<file path="src/core/eep_pkg.sv">
// package: register map, field positions and timing for the byte-erase EEPROM controller
package eep_pkg;
  // control register (byte address = index * 4)
  localparam logic [9:0] CTRL_IDX = 10'h007;
  localparam logic [11:0] CTRL_ADDR = 12'h001C;
  // array window: index 0x100..0x1FF, byte address = index * 4
  localparam logic [9:0] ARRAY_IDX = 10'h100;
  localparam logic [9:0] OPTION_IDX = 10'h100;
  // status register of our own: latched option values and address latched flag
  localparam logic [11:0] STAT_ADDR = 12'h0020;
  // mode register of our own: stop, wait, rc select, test, bootstrap requests
  localparam logic [11:0] MODE_ADDR = 12'h0024;
  // control register field positions
  localparam int PGM_BIT = 0;
  localparam int LAT_BIT = 1;
  localparam int ERA_BIT = 2;
  localparam logic [7:0] CTRL_RESET = 8'h00;
  // option byte field positions
  localparam int SEC_BIT = 0;
  localparam int PROT_BIT = 1;
  // mode register field positions
  localparam int STOP_BIT = 0;
  localparam int WAIT_BIT = 1;
  localparam int RC_BIT = 2;
  localparam int TEST_BIT = 3;
  localparam int BOOT_BIT = 4;
  // array data codes
  localparam logic [7:0] ERASED = 8'hFF;
  localparam logic [7:0] PROGRAMMED = 8'h00;
  // first protected offset: lower 32 bytes always writable
  localparam logic [7:0] UNPROT_LIMIT = 8'h20;
  // options loader length: one cycle, only the option byte is read
  localparam int LOAD_CYCLES = 1;
  typedef enum logic [2:0] {
    ST_LOAD = 3'b001,
    ST_RUN = 3'b010,
    ST_WIPE = 3'b100
  } eep_state_t;
endpackage : eep_pkg
</file>
<file path="src/core/eep_arr_if.sv">
// interface: array port between controller and storage
`timescale 1ns/1ps
`default_nettype none
interface eep_arr_if;
  logic we;
  logic [7:0] waddr;
  logic [7:0] wdata;
  logic [7:0] raddr;
  logic [7:0] rdata;
  modport ctrl (output we, output waddr, output wdata, output raddr, input rdata);
  modport mem (input we, input waddr, input wdata, input raddr, output rdata);
endinterface : eep_arr_if
`default_nettype wire

</file>
<file path="src/core/eep_array.sv">
// storage array of 256 bytes with registered read data
`timescale 1ns/1ps
`default_nettype none
module eep_array
  import eep_pkg::*;
#(
  parameter int DEPTH = 256
) (
  input wire logic MCLK, // system clock
  eep_arr_if.mem arr // array port
);
  logic [7:0] mem [DEPTH];
  logic [7:0] rd;
  // nonvolatile contents: no reset so power-up state survives register reset
  always_ff @(posedge MCLK) begin
    if (arr.we) begin
      mem[arr.waddr] <= arr.wdata;
    end
    rd <= mem[arr.raddr];
  end
  assign arr.rdata = rd;
endmodule : eep_array
`default_nettype wire

</file>
<file path="src/core/eep_ctrl.sv">
// EEPROM byte erase/program controller with Avalon-MM slave
// Overview of operation
// - read mode clears erase and pump bits
// - pump off whenever pump bit clear
// - array reads return FF while latched
// - array accesses fail during operation
// - erased reads FF, programmed reads 00
// - erase ignores written data value
// - other addresses ignored once latched
// - upper 224 bytes protected unless unlocked
// - reset copies option byte into latches
// - unlock takes effect only after reset
// - clearing unlock needs latch enable set
// - locked readout refuses test mode entry
// - bootstrap entry unlocks and wipes array
// - readout lock change waits for reset
// - stop forces read mode, pump off
// - wait mode leaves operation running
// - pump clock may use rc oscillator
// - erase select frozen after address latch
// - pump needs data first, clears with latch
// - stop and resets clear latch enable
//
// Added by the designer: register access over Avalon-MM.
`timescale 1ns/1ps
`default_nettype none
module eep_ctrl
  import eep_pkg::*;
(
  input wire logic MCLK, // 10 MHz clock
  input wire logic RST_N, // synchronous reset, active low
  input wire logic [11:0] AVS_ADDRESS, // byte address
  input wire logic AVS_READ, // read request
  input wire logic AVS_WRITE, // write request
  input wire logic [31:0] AVS_WRITEDATA, // write data
  input wire logic [3:0] AVS_BYTEENABLE, // byte lanes
  output logic [31:0] AVS_READDATA, // read data
  output logic AVS_WAITREQUEST, // stall
  output logic PUMP_ON, // charge pump running
  output logic PUMP_CLK_RC, // pump clocked from rc oscillator
  output logic TEST_MODE, // test mode granted
  output logic UPPER_UNLOCKED, // latched unlock
  output logic READOUT_LOCKED // latched security active
);
  eep_arr_if arr ();
  eep_array #(.DEPTH(256)) u_array (.MCLK(MCLK), .arr(arr));

  eep_state_t state, next_state;
  logic prog_latch_enable, next_prog_latch_enable;
  logic erase_select, next_erase_select;
  logic pump_enable, next_pump_enable;
  logic addr_latched, next_addr_latched;
  logic [7:0] lat_addr, next_lat_addr;
  logic [7:0] lat_data, next_lat_data;
  logic upper_region_unlock, next_upper_region_unlock;
  logic readout_lock, next_readout_lock;
  logic rc_osc_select, next_rc_osc_select;
  logic wait_mode, next_wait_mode;
  logic test_mode, next_test_mode;
  logic [7:0] wipe_ptr, next_wipe_ptr;
  logic ack, next_ack;
  logic rd_pending, next_rd_pending;
  logic [31:0] rdata, next_rdata;
  logic rd_blank, next_rd_blank;

  // decode helpers
  function automatic logic is_array(input logic [11:0] a);
    return a[11:10] == ARRAY_IDX[9:8] && a[1:0] == 2'b00;
  endfunction : is_array
  function automatic logic protected_offs(input logic [7:0] off, input logic unlock);
    return !unlock && off >= UNPROT_LIMIT;
  endfunction : protected_offs

  logic req, take, wr_ctrl, wr_mode, wr_arr, rd_arr, lane0;
  logic [7:0] wbyte, off;
  logic store;
  logic [7:0] store_val;
  // a request opens the answer; a write lands only at the edge where waitrequest is low
  assign req = (AVS_READ || AVS_WRITE) && !ack && state == ST_RUN;
  assign take = AVS_WRITE && ack && state == ST_RUN;
  assign lane0 = AVS_BYTEENABLE[0];
  assign wbyte = AVS_WRITEDATA[7:0];
  assign off = AVS_ADDRESS[9:2];
  assign wr_ctrl = take && lane0 && AVS_ADDRESS == CTRL_ADDR;
  assign wr_mode = take && lane0 && AVS_ADDRESS == MODE_ADDR;
  assign wr_arr = take && lane0 && is_array(AVS_ADDRESS);
  assign rd_arr = req && AVS_READ && is_array(AVS_ADDRESS);

  // control bits, address latch, options and mode next values
  always_comb begin
    next_prog_latch_enable = prog_latch_enable;
    next_erase_select = erase_select;
    next_pump_enable = pump_enable;
    next_addr_latched = addr_latched;
    next_lat_addr = lat_addr;
    next_lat_data = lat_data;
    next_upper_region_unlock = upper_region_unlock;
    next_readout_lock = readout_lock;
    next_rc_osc_select = rc_osc_select;
    next_wait_mode = wait_mode;
    next_test_mode = test_mode;
    next_state = state;
    next_wipe_ptr = wipe_ptr;
    store = 1'b0;
    store_val = lat_data;
    unique case (state)
      ST_LOAD: begin
        // option byte read was issued last cycle; latch it now
        next_upper_region_unlock = arr.rdata[PROT_BIT];
        next_readout_lock = !arr.rdata[SEC_BIT];
        next_state = ST_RUN;
      end
      ST_WIPE: begin
        // bootstrap entry wipes every byte, option byte ends erased
        store = 1'b1;
        store_val = ERASED;
        next_wipe_ptr = 8'(wipe_ptr + 8'h01);
        if (wipe_ptr == 8'hFF) begin
          next_state = ST_RUN;
        end
      end
      ST_RUN: begin
        if (wr_ctrl) begin
          next_prog_latch_enable = wbyte[LAT_BIT];
          if (!addr_latched) begin
            next_erase_select = wbyte[ERA_BIT];
          end
          if (wbyte[PGM_BIT] && addr_latched) begin
            next_pump_enable = 1'b1;
          end
        end
        if (wr_arr && prog_latch_enable && !pump_enable && !addr_latched) begin
          // first write picks the byte; later writes elsewhere dropped
          next_addr_latched = 1'b1;
          next_lat_addr = off;
          next_lat_data = erase_select ? ERASED : wbyte;
        end else if (wr_arr && prog_latch_enable && !pump_enable && off == lat_addr) begin
          next_lat_data = erase_select ? ERASED : wbyte;
        end
        if (wr_mode) begin
          next_wait_mode = wbyte[WAIT_BIT];
          next_rc_osc_select = wbyte[RC_BIT];
          next_test_mode = wbyte[TEST_BIT] && !readout_lock;
          if (wbyte[STOP_BIT]) begin
            next_prog_latch_enable = 1'b0;
          end
          if (wbyte[BOOT_BIT]) begin
            next_state = ST_WIPE;
            next_wipe_ptr = 8'h00;
            next_prog_latch_enable = 1'b0;
          end
        end
        // commit at end of the operation: latch cleared with pump running
        if (!next_prog_latch_enable && prog_latch_enable && pump_enable) begin
          if (!protected_offs(lat_addr, upper_region_unlock)) begin
            store = 1'b1;
            // programming only pulls bits low; erase returns all ones
            store_val = erase_select ? ERASED : (arr.rdata & lat_data);
            if (lat_addr == OPTION_IDX[7:0] && !erase_select && !lat_data[PROT_BIT]) begin
              store_val[PROT_BIT] = 1'b0;
            end
          end
        end
      end
      default: next_state = ST_RUN;
    endcase
    // read mode forces erase select and pump off
    if (!next_prog_latch_enable) begin
      next_erase_select = 1'b0;
      next_pump_enable = 1'b0;
      next_addr_latched = 1'b0;
    end
  end

  // array port: read address follows the latched byte during commit
  assign arr.we = store;
  assign arr.waddr = state == ST_WIPE ? wipe_ptr : lat_addr;
  assign arr.wdata = store_val;
  // the reset edge itself fetches the option byte, so one reset edge is enough
  assign arr.raddr = (!RST_N || state == ST_LOAD) ? OPTION_IDX[7:0] :
                     (prog_latch_enable ? lat_addr : off);

  // bus answer: one wait state, data two cycles for array reads
  always_comb begin
    next_ack = 1'b0;
    next_rd_pending = rd_pending;
    next_rd_blank = rd_blank;
    next_rdata = rdata;
    if (rd_pending) begin
      next_rd_pending = 1'b0;
      next_ack = 1'b1;
      next_rdata = rd_blank ? {24'h0000_00, ERASED} : {24'h0000_00, arr.rdata};
    end else if (rd_arr) begin
      next_rd_pending = 1'b1;
      next_rd_blank = prog_latch_enable;
    end else if (req) begin
      next_ack = 1'b1;
      if (AVS_ADDRESS == CTRL_ADDR) begin
        next_rdata = {29'h0000_0000, erase_select, prog_latch_enable, pump_enable};
      end else if (AVS_ADDRESS == STAT_ADDR) begin
        next_rdata = {29'h0000_0000, addr_latched, readout_lock, upper_region_unlock};
      end else if (AVS_ADDRESS == MODE_ADDR) begin
        next_rdata = {27'h0000_000, 1'b0, test_mode, rc_osc_select, wait_mode, 1'b0};
      end else begin
        next_rdata = 32'h0000_0000;
      end
    end
  end

  // state registers; synchronous reset restarts the options load
  always_ff @(posedge MCLK) begin
    if (!RST_N) begin
      state <= ST_LOAD;
      prog_latch_enable <= CTRL_RESET[LAT_BIT];
      erase_select <= CTRL_RESET[ERA_BIT];
      pump_enable <= CTRL_RESET[PGM_BIT];
      addr_latched <= 1'b0;
      lat_addr <= 8'h00;
      lat_data <= 8'h00;
      upper_region_unlock <= 1'b0;
      readout_lock <= 1'b1;
      rc_osc_select <= 1'b0;
      wait_mode <= 1'b0;
      test_mode <= 1'b0;
      wipe_ptr <= 8'h00;
      ack <= 1'b0;
      rd_pending <= 1'b0;
      rdata <= 32'h0000_0000;
      rd_blank <= 1'b0;
    end else begin
      state <= next_state;
      prog_latch_enable <= next_prog_latch_enable;
      erase_select <= next_erase_select;
      pump_enable <= next_pump_enable;
      addr_latched <= next_addr_latched;
      lat_addr <= next_lat_addr;
      lat_data <= next_lat_data;
      upper_region_unlock <= next_upper_region_unlock;
      readout_lock <= next_readout_lock;
      rc_osc_select <= next_rc_osc_select;
      wait_mode <= next_wait_mode;
      test_mode <= next_test_mode;
      wipe_ptr <= next_wipe_ptr;
      ack <= next_ack;
      rd_pending <= next_rd_pending;
      rdata <= next_rdata;
      rd_blank <= next_rd_blank;
    end
  end

  // waitrequest drops for the one cycle the answer stands
  assign AVS_WAITREQUEST = (AVS_READ || AVS_WRITE) && !ack;
  assign AVS_READDATA = rdata;
  assign PUMP_ON = pump_enable;
  assign PUMP_CLK_RC = rc_osc_select;
  assign TEST_MODE = test_mode;
  assign UPPER_UNLOCKED = upper_region_unlock;
  assign READOUT_LOCKED = readout_lock;
endmodule : eep_ctrl
`default_nettype wire

</file>
<file path="config.mk">
export PLATFORM = sky130hd
export DESIGN_NAME = eep_ctrl
export DESIGN_NICKNAME = d
export VERILOG_FILES = /design/src/core/eep_pkg.sv /design/src/core/eep_arr_if.sv /design/src/core/eep_array.sv /design/src/core/eep_ctrl.sv
export SDC_FILE = /design/constraint.sdc
export NUM_CORES = 2
export LEC_CHECK = 0
export CORE_MARGIN = 2
export CORE_UTILIZATION = 60
export CTS_BUF_LIST = sky130_fd_sc_hd__clkbuf_4 sky130_fd_sc_hd__clkbuf_8 sky130_fd_sc_hd__clkbuf_16
export DETAILED_ROUTE_END_ITERATION = 16
export DONT_BUFFER_PORTS = 1
export GPL_ROUTABILITY_DRIVEN = 1
export PLACE_DENSITY_LB_ADDON = 0.2
export SETUP_SLACK_MARGIN = 0.15
export SLEW_MARGIN = 20
export SYNTH_ARGS = -nofsm -noshare
export SYNTH_HDL_FRONTEND = slang
export SYNTH_SLANG_ARGS = --single-unit
</file>
<file path="constraint.sdc">
create_clock -name MCLK -period 30.7 [get_ports MCLK]
set_input_delay 7.675 -clock MCLK [delete_from_list [all_inputs] [get_ports MCLK]]
set_output_delay 7.675 -clock MCLK [all_outputs]
set_load 0.02 [all_outputs]
</file>
==> flow_summary.json <==
{
  "status": "finished clean",
  "layout-drive-gt1-share_pct": 10.7,
  "worst_setup_path_start_kind": "input pin",
  "grt_max_degree": 205,
  "hold_start": "wipe_ptr[5]",
  "fin_hold_ws_ns": 0.540,
  "power.density_nw_per_um2": 63.7,
  "routed.top_layer": "met5",
  "cp_common_cell": "nor2_1",
  "dieHeight_um": 380,
  "cp_num_buf_inv": 0,
  "placedCellCount": 7513,
  "synth_seq_cells": 2103,
  "synth.distinct_cells": 87,
  "vdd_drop_max_mv": 0.0533,
  "required_ns": 23.03,
  "grt_antenna_before_repair": 12,
  "finalNonFillerCells": 7899,
  "r2r_cells": 13,
  "maxCapViolCount": 0,
  "finClkSkew_ns": 0.0300,
  "cts_setup_buffers": 0,
  "async_flop_share_pct": 0,
  "r2r-start": "prog_latch_enable",
  "grt_pass1_wl_um": 365000,
  "synth_area_um2": 84700,
  "drt-total-wl_um": 258000,
  "cts.clk_slew.worst_paths_ns": 0.06,
  "seq_area_frac_synth_pct": 73.9,
  "wl_met1_um": 92000,
  "post-synth-top-area-fraction_pct": 72.6,
  "final_hold_viol_count": 0,
  "synth_area_leader_cell": "edfxtp_1",
  "path_class": "in2out",
  "clock_sinks": 2103,
  "grt_setup_unrepaired": "false",
  "cts_tree": "built",
  "hp-class": "reg2reg",
  "grt_pass1_vias": 51200,
  "drv_slew": 0,
  "wl_met2_um": 113000,
  "dp_hpwl_um": 148000,
  "syn_area_per_cell_um2": 14.3,
  "cp_max_fo": 3,
  "initial_core_util_pct": 60.6,
  "p_leak_nw": 29.6,
  "yosys.cell_count.top_type": "edfxtp_1",
  "place_congestion": 0.952,
  "synth_cells": 5928,
  "vias": 55100,
  "first_iter_violations": 9175,
  "numCtsBuffers": 203,
  "nets": 5899,
  "reg2reg_slack_ns": 24.08,
  "ys_top_cells_by_area": "edfxtp_1, nand2_1, nor2_1",
  "core_um2": 140000,
  "postCtsHoldBufs": 0,
  "port_buffers": 0,
  "critPathSlowestCell": "nor2_1",
  "slew_headroom_pct": 13.1,
  "setup_violations": 0,
  "cp-end-kind": "output port",
  "die_w_um": 380,
  "grt_usage_pct": 35.1,
  "critPathMaxStageDelay_ns": 0.37,
  "area_growth_pct": 9.66,
  "avgRoutedWirePerCell_um": 32.6,
  "cts.path.max_buffers": 3,
  "worstPathArrival_ns": 8.08,
  "cts_resized": 0,
  "overflow": 0,
  "rr_endpoint": "u_array.arr.rdata[4]",
  "fin_tns_setup_ns": 0,
  "power_mw": 5.92,
  "clk-insertion-delay-late_ns": 0.85,
  "fin_crit_sh_pct": 51.3,
  "final_util_pct": 66.4,
  "drtPass1Iterations": 8,
  "hold_path_depth": 2,
  "min_delay_worst_endpoint": "wipe_ptr[5]",
  "synth_ff_type": "edfxtp_1",
  "dieArea_um2": 144000,
  "synth_edf_count": 2048,
  "post-route-min-period_ns": 15.76,
  "crit_path_cell_trace": "nor2_1 -> nor2_1",
  "critPathTopFamily": "simple AND/OR/NAND/NOR gates",
  "cts.htree.levels": 4,
  "rows": 137,
  "wl_met3_um": 37400,
  "cts_root_buffer": "clkbuf_16",
  "fill_cells": 9730,
  "fmax_ghz": 0.0635,
  "ys_warn_count": 0,
  "vias_per_cell": 6.97,
  "ant_nets": 0,
  "drc": 0,
  "io_pins": 90,
  "worstMarginPinSlew_ns": 1.28,
  "yosys-top-cells-count": "edfxtp_1, nand2_1, nor2_1"
}
worst max path at each step:
stage | end | cells after the start | startpoint | slack (ns)
finish | AVS_WAITREQUEST | 2 | AVS_WRITE | 14.94
floorplan | u_array.mem[0][0] | 8 | AVS_ADDRESS[1] | 12.60
global route | AVS_WAITREQUEST | 2 | AVS_WRITE | 14.92
CTS | AVS_WAITREQUEST | 2 | AVS_WRITE | 14.97
global placement | AVS_WAITREQUEST | 2 | AVS_WRITE | 14.98
detailed placement | AVS_WAITREQUEST | 2 | AVS_WRITE | 14.97
cells by family (layout without fill, tap and decap cells):
family,Yosys count,after routing,share of synthesized area [%]
AND/OR/NAND/NOR,1747,1747,8.68
other,1,32,0.00443
multiplexers,285,285,3.66
XOR/XNOR,12,12,0.124
adder cells (fa/ha/maj),1,1,0.0148
AO/OA/AOI/OAI,1321,1321,10.8
buffers and inverters,458,522,2.82
flip-flops,2103,2103,73.9
power by group:
part / switching, mW / leakage (nW) / internal, mW
Sequential: 0.00467 / 18.8 / 3.15
Combinational: 0.268 / 7.69 / 0.0833
Clock: 1.07 / 3.19 / 1.35
Total: 1.34 / 29.6 / 4.58
layout by cell type (no fill, tap or decap), types with 33 or more instances in the layout:
cell,synthesis,routed
a21oi_1,315,315
a221o_1,37,37
a221oi_1,59,59
a31oi_1,103,94
a32o_1,34,34
buf_4,69,119
clkbuf_16,0,207
clkbuf_4,0,45
clkinv_1,0,62
clkinv_2,0,33
dfxtp_1,55,54
edfxtp_1,2048,2048
mux2_2,115,112
mux2i_1,162,159
nand2_1,920,916
nand3_1,153,150
nor2_1,456,452
nor3_1,63,61
o211ai_1,132,132
o21ai_0,199,198
o221ai_1,93,93
o22ai_1,38,38
per-layer routing:
metal  vias up  GRT usage, %
li1      22700             -
met1     27400          48.3
met2      4173          51.1
met3       776          10.1
met4        10          18.6
met5         -             0
stage by stage:
step           cell area (um2)  worst slack, ns
6_report                 92900            14.94
4_1_cts                  92700            14.97
5_1_grt                  92900            14.92
3_5_place_dp             86300            14.97
2_1_floorplan            84800            12.60
3_3_place_gp             86300            14.98
sequential cells by signal (all words and copies together) (netlist names):
name               cells
AVS_READDATA           8
rd_blank               1
rd_pending             1
addr_latched           1
state                  3
wait_mode              1
lat_data               8
ack                    1
prog_latch_enable      1
u_array.mem         2048
erase_select           1
PUMP_ON                1
wipe_ptr               8
PUMP_CLK_RC            1
READOUT_LOCKED         1
u_array.arr.rdata      8
lat_addr               8
UPPER_UNLOCKED         1
TEST_MODE              1
final cells by class:
type | instances | area, um2 | area share, %
sequential | 2103 | 62600 | 67.4
multi-input combinational | 3390 | 20200 | 21.7
clock buffer | 252 | 5520 | 5.94
tap | 1876 | 2350 | 2.53
timing repair buffer | 138 | 1270 | 1.37
clock inverter | 122 | 897 | 0.966
inverter | 10 | 37.5 | 0.0404
antenna | 8 | 20.0 | 0.0216
(Power assumes the default switching activity.)
